[src/shared/psw_flag_pkg.sv]
package psw_flag_pkg;

  // Status word layout
  localparam int          PSW_W        = 32;
  localparam int          ZERO_POS     = 0;
  localparam int          SIGN_POS     = 1;
  localparam int          WRAP_POS     = 2;
  localparam int          CARRY_POS    = 3;
  localparam int          CLAMP_POS    = 4;
  localparam int          MASK_POS     = 5;
  localparam int          EXC_POS      = 6;
  localparam logic [31:0] PSW_RESET    = 32'h0000_0020;
  localparam logic [31:0] PSW_WR_MASK  = 32'h0000_007F;

  // Saturation limits
  localparam logic [31:0] CLAMP_MAX    = 32'h7FFF_FFFF;
  localparam logic [31:0] CLAMP_MIN    = 32'h8000_0000;
  localparam logic [31:0] WORD_ZERO    = 32'h0000_0000;

  typedef enum logic [2:0] {
    OP_ADD      = 3'h0,
    OP_SUB      = 3'h1,
    OP_CMP      = 3'h2,
    OP_AND      = 3'h3,
    OP_OR       = 3'h4,
    OP_XOR      = 3'h5,
    OP_CLAMPADD = 3'h6,
    OP_CLAMPSUB = 3'h7
  } alu_op_t;

  typedef struct packed {
    logic        valid;
    alu_op_t     op;
    logic [31:0] a;
    logic [31:0] b;
  } alu_req_t;

  typedef struct packed {
    logic zero;
    logic sign;
    logic wrap;
    logic carry;
    logic carry_we;
    logic clamp_set;
    logic write_back;
  } flag_upd_t;

  typedef enum logic [1:0] {
    IRQ_IDLE = 2'b00,
    IRQ_ACK  = 2'b01,
    IRQ_HOLD = 2'b11
  } irq_state_t;

endpackage

[src/rtl/flag_calc.sv]
`timescale 1ns/10ps
module flag_calc
  import psw_flag_pkg::*;
(
  // Operation in
  input  alu_req_t    req,
  // Result and flags out
  output logic [31:0] result,
  output flag_upd_t   upd
);

  logic [32:0] sum_w;
  logic [32:0] diff_w;
  logic        add_ovf;
  logic        sub_ovf;
  logic        is_sub;
  logic        ovf;
  logic [31:0] raw;

  assign sum_w   = {1'b0, req.a} + {1'b0, req.b};
  assign diff_w  = {1'b0, req.a} - {1'b0, req.b};
  assign add_ovf = (req.a[31] == req.b[31]) && (sum_w[31] != req.a[31]);
  assign sub_ovf = (req.a[31] != req.b[31]) && (diff_w[31] != req.a[31]);
  assign is_sub  = (req.op == OP_SUB) || (req.op == OP_CMP) ||
                   (req.op == OP_CLAMPSUB);
  assign ovf     = is_sub ? sub_ovf : add_ovf;

  always_comb
  begin
    raw            = sum_w[31:0];
    upd.carry      = 1'b0;
    upd.carry_we   = 1'b1;
    upd.wrap       = 1'b0;
    upd.clamp_set  = 1'b0;
    upd.write_back = (req.op != OP_CMP);
    case (req.op)
      OP_ADD, OP_CLAMPADD:
      begin
        raw       = sum_w[31:0];
        upd.carry = sum_w[32];
        upd.wrap  = ovf;
      end
      OP_SUB, OP_CMP, OP_CLAMPSUB:
      begin
        raw       = diff_w[31:0];
        upd.carry = diff_w[32];
        upd.wrap  = ovf;
      end
      OP_AND:
      begin
        raw          = req.a & req.b;
        upd.carry_we = 1'b0;
      end
      OP_OR:
      begin
        raw          = req.a | req.b;
        upd.carry_we = 1'b0;
      end
      OP_XOR:
      begin
        raw          = req.a ^ req.b;
        upd.carry_we = 1'b0;
      end
      default:
      begin
        raw = sum_w[31:0];
      end
    endcase
    result = raw;
    if ((req.op == OP_CLAMPADD) || (req.op == OP_CLAMPSUB))
    begin
      if (ovf && !req.a[31])
      begin
        result        = CLAMP_MAX;
        upd.clamp_set = 1'b1;
      end
      else if (ovf)
      begin
        result        = CLAMP_MIN;
        upd.clamp_set = 1'b1;
      end
    end
    upd.sign = result[31];
    upd.zero = (result == WORD_ZERO);
  end

endmodule // flag_calc

[src/rtl/psw_flag_logic.sv]
`timescale 1ns/10ps
// Summary of operation
// - Taking an exception sets the exception bit
// - Exception bit never masks interrupt acknowledgement
// - Mask bit blocks acks; unblock clears, block sets
// - Clamp flag sticky once set
// - Only a status word write clears clamp flag
// - Plain arithmetic leaves clamp flag alone
// - Carry flag shows carry out or borrow
// - Wrap flag shows signed overflow
// - Sign flag shows negative result
// - Zero flag shows result equal zero
// - Positive clamp: max value, clamp, wrap, sign 0
// - Negative clamp: min value, clamp, wrap, sign 1
// - In range: plain result, wrap 0, clamp held
// - Clamp flag set only with wrap set
module psw_flag_logic
  import psw_flag_pkg::*;
(
  // Clock and reset
  input  wire logic        core_clk,
  input  wire logic        rst_n,
  // Execution datapath
  input  wire alu_req_t    alu_req,
  output logic [31:0]      result_q,
  output logic             result_valid_q,
  // System register access
  input  wire logic        load_system_reg_instr,
  input  wire logic [31:0] sysreg_wdata,
  output logic [31:0]      sysreg_rdata_q,
  // Interrupt control instructions
  input  wire logic        irq_unblock_instr,
  input  wire logic        irq_block_instr,
  // Exception and interrupt sequencer
  input  wire logic        exc_take,
  input  wire logic        irq_req,
  output logic             irq_ack,
  // Status word view
  output logic [31:0]      program_status_flags
);

  logic [31:0] calc_result;
  flag_upd_t   calc_upd;
  logic        op_fire;
  logic        clamp_op;
  logic        irq_take;

  logic        zero_q;
  logic        sign_q;
  logic        wrap_q;
  logic        carry_q;
  logic        clamp_q;
  logic        mask_q;
  logic        exc_q;
  irq_state_t  irq_state_q;
  irq_state_t  irq_state_d;

  flag_calc u_flag_calc (
    .req    (alu_req),
    .result (calc_result),
    .upd    (calc_upd)
  );

  assign op_fire  = alu_req.valid;
  assign clamp_op = (alu_req.op == OP_CLAMPADD) ||
                    (alu_req.op == OP_CLAMPSUB);

  // Result register
  always_ff @(posedge core_clk or negedge rst_n)
  begin
    if (!rst_n)
    begin
      result_q       <= WORD_ZERO;
      result_valid_q <= 1'b0;
    end
    else
    begin
      result_valid_q <= op_fire && calc_upd.write_back;
      if (op_fire && calc_upd.write_back)
      begin
        result_q <= calc_result;
      end
    end
  end

  // Zero flag
  always_ff @(posedge core_clk or negedge rst_n)
  begin
    if (!rst_n)
    begin
      zero_q <= PSW_RESET[ZERO_POS];
    end
    else if (load_system_reg_instr)
    begin
      zero_q <= sysreg_wdata[ZERO_POS];
    end
    else if (op_fire)
    begin
      zero_q <= calc_upd.zero;
    end
  end

  // Sign flag
  always_ff @(posedge core_clk or negedge rst_n)
  begin
    if (!rst_n)
    begin
      sign_q <= PSW_RESET[SIGN_POS];
    end
    else if (load_system_reg_instr)
    begin
      sign_q <= sysreg_wdata[SIGN_POS];
    end
    else if (op_fire)
    begin
      sign_q <= calc_upd.sign;
    end
  end

  // Signed wrap flag
  always_ff @(posedge core_clk or negedge rst_n)
  begin
    if (!rst_n)
    begin
      wrap_q <= PSW_RESET[WRAP_POS];
    end
    else if (load_system_reg_instr)
    begin
      wrap_q <= sysreg_wdata[WRAP_POS];
    end
    else if (op_fire)
    begin
      wrap_q <= calc_upd.wrap;
    end
  end

  // Carry or borrow flag
  always_ff @(posedge core_clk or negedge rst_n)
  begin
    if (!rst_n)
    begin
      carry_q <= PSW_RESET[CARRY_POS];
    end
    else if (load_system_reg_instr)
    begin
      carry_q <= sysreg_wdata[CARRY_POS];
    end
    else if (op_fire && calc_upd.carry_we)
    begin
      carry_q <= calc_upd.carry;
    end
  end

  // Sticky clamp flag: set by a clamped result, cleared only by software
  always_ff @(posedge core_clk or negedge rst_n)
  begin
    if (!rst_n)
    begin
      clamp_q <= PSW_RESET[CLAMP_POS];
    end
    else if (load_system_reg_instr)
    begin
      clamp_q <= sysreg_wdata[CLAMP_POS];
    end
    else if (op_fire && clamp_op && calc_upd.clamp_set && calc_upd.wrap)
    begin
      clamp_q <= 1'b1;
    end
    // Other operations hold the flag
  end

  // Interrupt mask bit
  always_ff @(posedge core_clk or negedge rst_n)
  begin
    if (!rst_n)
    begin
      mask_q <= PSW_RESET[MASK_POS];
    end
    else if (load_system_reg_instr)
    begin
      mask_q <= sysreg_wdata[MASK_POS];
    end
    else if (irq_block_instr || irq_take)
    begin
      mask_q <= 1'b1;
    end
    else if (irq_unblock_instr)
    begin
      mask_q <= 1'b0;
    end
  end

  // Exception in progress: a taken exception beats a same-cycle write
  always_ff @(posedge core_clk or negedge rst_n)
  begin
    if (!rst_n)
    begin
      exc_q <= PSW_RESET[EXC_POS];
    end
    else if (exc_take)
    begin
      exc_q <= 1'b1;
    end
    else if (load_system_reg_instr)
    begin
      exc_q <= sysreg_wdata[EXC_POS];
    end
  end

  // Interrupt acknowledge sequencing
  assign irq_take = (irq_state_q == IRQ_IDLE) && irq_req &&
                    !mask_q;

  always_comb
  begin
    irq_state_d = irq_state_q;
    case (irq_state_q)
      IRQ_IDLE:
      begin
        if (irq_take)
        begin
          irq_state_d = IRQ_ACK;
        end
      end
      IRQ_ACK:
      begin
        irq_state_d = IRQ_HOLD;
      end
      IRQ_HOLD:
      begin
        if (!irq_req)
        begin
          irq_state_d = IRQ_IDLE;
        end
      end
      default:
      begin
        irq_state_d = IRQ_IDLE;
      end
    endcase
  end

  always_ff @(posedge core_clk or negedge rst_n)
  begin
    if (!rst_n)
    begin
      irq_state_q <= IRQ_IDLE;
    end
    else
    begin
      irq_state_q <= irq_state_d;
    end
  end

  assign irq_ack = (irq_state_q == IRQ_ACK);

  // Status word view and system register read
  always_comb
  begin
    program_status_flags            = WORD_ZERO;
    program_status_flags[ZERO_POS]  = zero_q;
    program_status_flags[SIGN_POS]  = sign_q;
    program_status_flags[WRAP_POS]  = wrap_q;
    program_status_flags[CARRY_POS] = carry_q;
    program_status_flags[CLAMP_POS] = clamp_q;
    program_status_flags[MASK_POS]  = mask_q;
    program_status_flags[EXC_POS]   = exc_q;
  end

  always_ff @(posedge core_clk or negedge rst_n)
  begin
    if (!rst_n)
    begin
      sysreg_rdata_q <= PSW_RESET;
    end
    else
    begin
      sysreg_rdata_q <= program_status_flags & PSW_WR_MASK;
    end
  end

endmodule // psw_flag_logic

[config.mk]
export PLATFORM = sky130hd
export DESIGN_NAME = psw_flag_logic
export DESIGN_NICKNAME = d
export VERILOG_FILES = /design/src/shared/psw_flag_pkg.sv /design/src/rtl/flag_calc.sv /design/src/rtl/psw_flag_logic.sv
export SDC_FILE = /design/constraint.sdc
export NUM_CORES = 1
export LEC_CHECK = 0
export CORE_MARGIN = 2
export CORE_UTILIZATION = 51
export CTS_CLUSTER_SIZE = 20
export DETAILED_ROUTE_END_ITERATION = 6
export DONT_BUFFER_PORTS = 1
export PLACE_DENSITY_LB_ADDON = 0.08
export SLEW_MARGIN = 10
export SYNTH_ARGS = -nofsm -noshare
export SYNTH_HDL_FRONTEND = slang
export SYNTH_SLANG_ARGS = --single-unit
export TNS_END_PERCENT = 20
[constraint.sdc]
create_clock -name core_clk -period 1.1 [get_ports core_clk]
set_input_delay 0.11 -clock core_clk [delete_from_list [all_inputs] [get_ports core_clk]]
set_output_delay 0.11 -clock core_clk [all_outputs]
set_load 0.01 [all_outputs]
==> results.md <==
- Final hold vios: between 40 and 50
- Main synth FF type: dfrtp_1
- Core area: 16000 um2
- Top cell type's share of synthesized area: 0.143
- R2r setup slk: -0.03 ns
- Crit path DAT: ~3.1 ns
- Synth area leaders: ha_1 14%, dfrtp_1 14%, buf_4 5.4%
- Crit start category: primary input
- Drt via density: around 6.1
- Unrepaired setup endpoints after global routing: true
- HPWL after DPL: ~26000 um
- DR WL/cell: 20.2 um
- Rows: 46
- Ys async rst share: 1.00
- Slew at the pin closest to its max-slew limit: approximately 0.67 ns
- GRT Overall Usage: 0.369
- CTS buffer count: 5
- Initial antenna violation count: 0
- Hold WS: -0.491 ns
- Wirelength, routed: 33700 um
- Pleak: around 5.7 nW
- Critical path class: in2reg
- Rel. slew slack: 0.550
- HP Class: in2async
- Min cycle time layout: 2.85 ns
- Slowest stage delay, CP: between 0.3 and 0.4 ns
- Nets@finish: 1657
- Layout cells sized above 1: 0.388
- Worst setup EP type: register
- Crit-path max FO: 6
- Clock Sinks: between 40 and 50
- Worst Path Required: ~1.3 ns
- CTS Hold Buffers Added: 9
- Clk Latency, worst-skew pair: 0.29 ns
- Htree depth: 2
- N_diodes: 0
- Largest net degree at the start of global routing: 64
- Max Cap Violations: 0
- Number of setup violations in the final report: 38
- DRC: 0
- Critical Path Slowest Stage Cell: o311a_4
- Commonest cells after routing, fill and taps aside: 356 x buf_4, 87 x inv_1, 87 x nand2_1
- Avg Inst Size Synth: between 7 and 8 um2
- Post-Route Skew: between 0.006 and 0.007 ns
- Cells after Synth: ~1100
- Worst ir drop on vdd: 0.962 mV
- EDFF count, synth: 0
- Status: complete, but fails checks
- Worst slack at placement: -2.32 ns
- Post-synth top area cell: ha_1
- Final Cycle Share: 2.59
- PwrDens: just under 900 nW/um2
- Failing checks: hold timing, setup timing
- Final Util: 0.760
- Synth cell types: 105
- WP buf/inv: 1
- Pins Over Slew Limit: 0
- Number of global-route vias before repair: about 10000
- CTS tree: built
- Gpl congestion: 0.997
- Clk slew on worst S/H paths: 0.07 ns
- Synth warn: 0
- First-pass GRT wire length: 52500 um
- Setup ws final: -1.75 ns
- DIE WIDTH: 132 um
- CTS Root Cell: clkbuf_16
- Sequential share of the synthesized area: 0.146
- Die area: 17500 um2
- F_max: 0.351 GHz
- Synthesized area: 8390 um2
- Routed Antenna Nets: 0
- DR pass1 iterations: 6
- Die span in y: 132 um
- Commonest non-fill, non-tap cell in the layout: buf_4
- IO Count: 205
- Flop and latch count out of synthesis: 49
- Synthesis-to-layout area growth: 44.8%
- Worst path top cell family by delay: compound AO/OA/AOI/OAI gates
- CP Cell Sequence: clkinvlp_4, ha_2, nor2b_1, o311a_4, o31ai_4, a31oi_4, o211ai_2, nand3_2, o221a_4, a221o_1, nor4_1, nand4_1, a21oi_1
- First DRT Iteration DRCs: just under 900
- Max clock buf depth: 2
- Initial Utilization: 0.525
- IO buf count: 0
- Total grt overflow: 0
- Via count: slightly above 10000
## routing by layer
layer  vias up  track usage  part of all wire
met3       112       0.0427             0.075
met5         -            0                 0
met2       534        0.642              0.48
li1       4654            -                 -
met4         0        0.128             0.037
met1      4842        0.473              0.41
## report_power, final
group / switching, mW / total [mW] / leakage [nW] / internal [mW]
clock: 0.712 / 1.57 / 0.0680 / 0.859
combinational: 3.49 / 6.69 / 5.06 / 3.20
sequential: 0.443 / 2.58 / 0.591 / 2.14
total: 4.64 / 10.8 / 5.72 / 6.20
## final timing paths
check | from | endpoint | cells after the start
min in group core_clk | irq_req | irq_state_q[0] | 2
worst max register to register | irq_state_q[1] | mask_q | 6
worst max-delay path | alu_req[1] | zero_q | 13
worst min-delay path | rst_n | zero_q | 0
max in group asynchronous | rst_n | sysreg_rdata_q[5] | 0
worst min register to register | exc_q | sysreg_rdata_q[6] | 0
## registers in the layout (all words and copies together), names as in the netlist
| name | cells |
|---|---|
| wrap_q | 1 |
| irq_state_q | 2 |
| carry_q | 1 |
| clamp_q | 1 |
| result_q | 32 |
| sysreg_rdata_q | 7 |
| sign_q | 1 |
| mask_q | 1 |
| result_valid_q | 1 |
| exc_q | 1 |
| zero_q | 1 |
## Yosys cell counts (10+ instances only)
cell type  number
o31ai_1        15
a211oi_1       24
nand3_1        27
dfrtp_1        47
inv_1          99
nand2b_1       18
a31oi_1        15
nand2_1        89
nand4_1        12
nor2_1         89
nor2b_1        22
a22oi_1        10
o21ai_0        86
xnor2_1        12
clkbuf_1       38
nor3_1         17
buf_2          20
a21oi_1        87
nor4_1         12
buf_4          60
a21o_1         21
ha_1           96
## repair_timing
action,4_1_cts,5_1_grt
pin swaps,44,19
endpoints found under the hold margin,56,49
cloned,1,0
setup buffers,13,5
gates resized for setup,126,48
setup endpoints to repair,37,39
## stage by stage
stage                     std cells  power (mW)  TNS, ns  cell area, um2  hold slack [ns]
after floorplan                1191        5.89   -51.68            8760           -0.186
after global routing           1669        11.4   -57.57           12200           -0.504
after global placement         1633        8.30   -70.45           10900           -0.185
final                          1669        10.8   -54.84           12200           -0.491
after detailed placement       1633        8.37   -72.18           10900           -0.184
after CTS                      1664        10.4   -51.97           11900           -0.489
## logic make-up after synthesis
family                   share of synthesized area
AO/OA/AOI/OAI                                0.350
adder cells (fa/ha/maj)                      0.148
XOR/XNOR                                    0.0146
flip-flops                                   0.146
multiplexers                                0.0104
buffers and inverters                        0.136
AND/OR/NAND/NOR                              0.194
other                                     0.000447
## layout make-up
class / instances / area, um2
well taps: 216 / 270
clock buffers: 5 / 125
clock inverters: 3 / 26.3
inverters: 103 / 408
fillers: 1260 / 3840
repair buffers: 382 / 3010
multi-input cells: 911 / 7090
flip-flops and latches: 49 / 1230
Power figures use the tool's default switching activity.
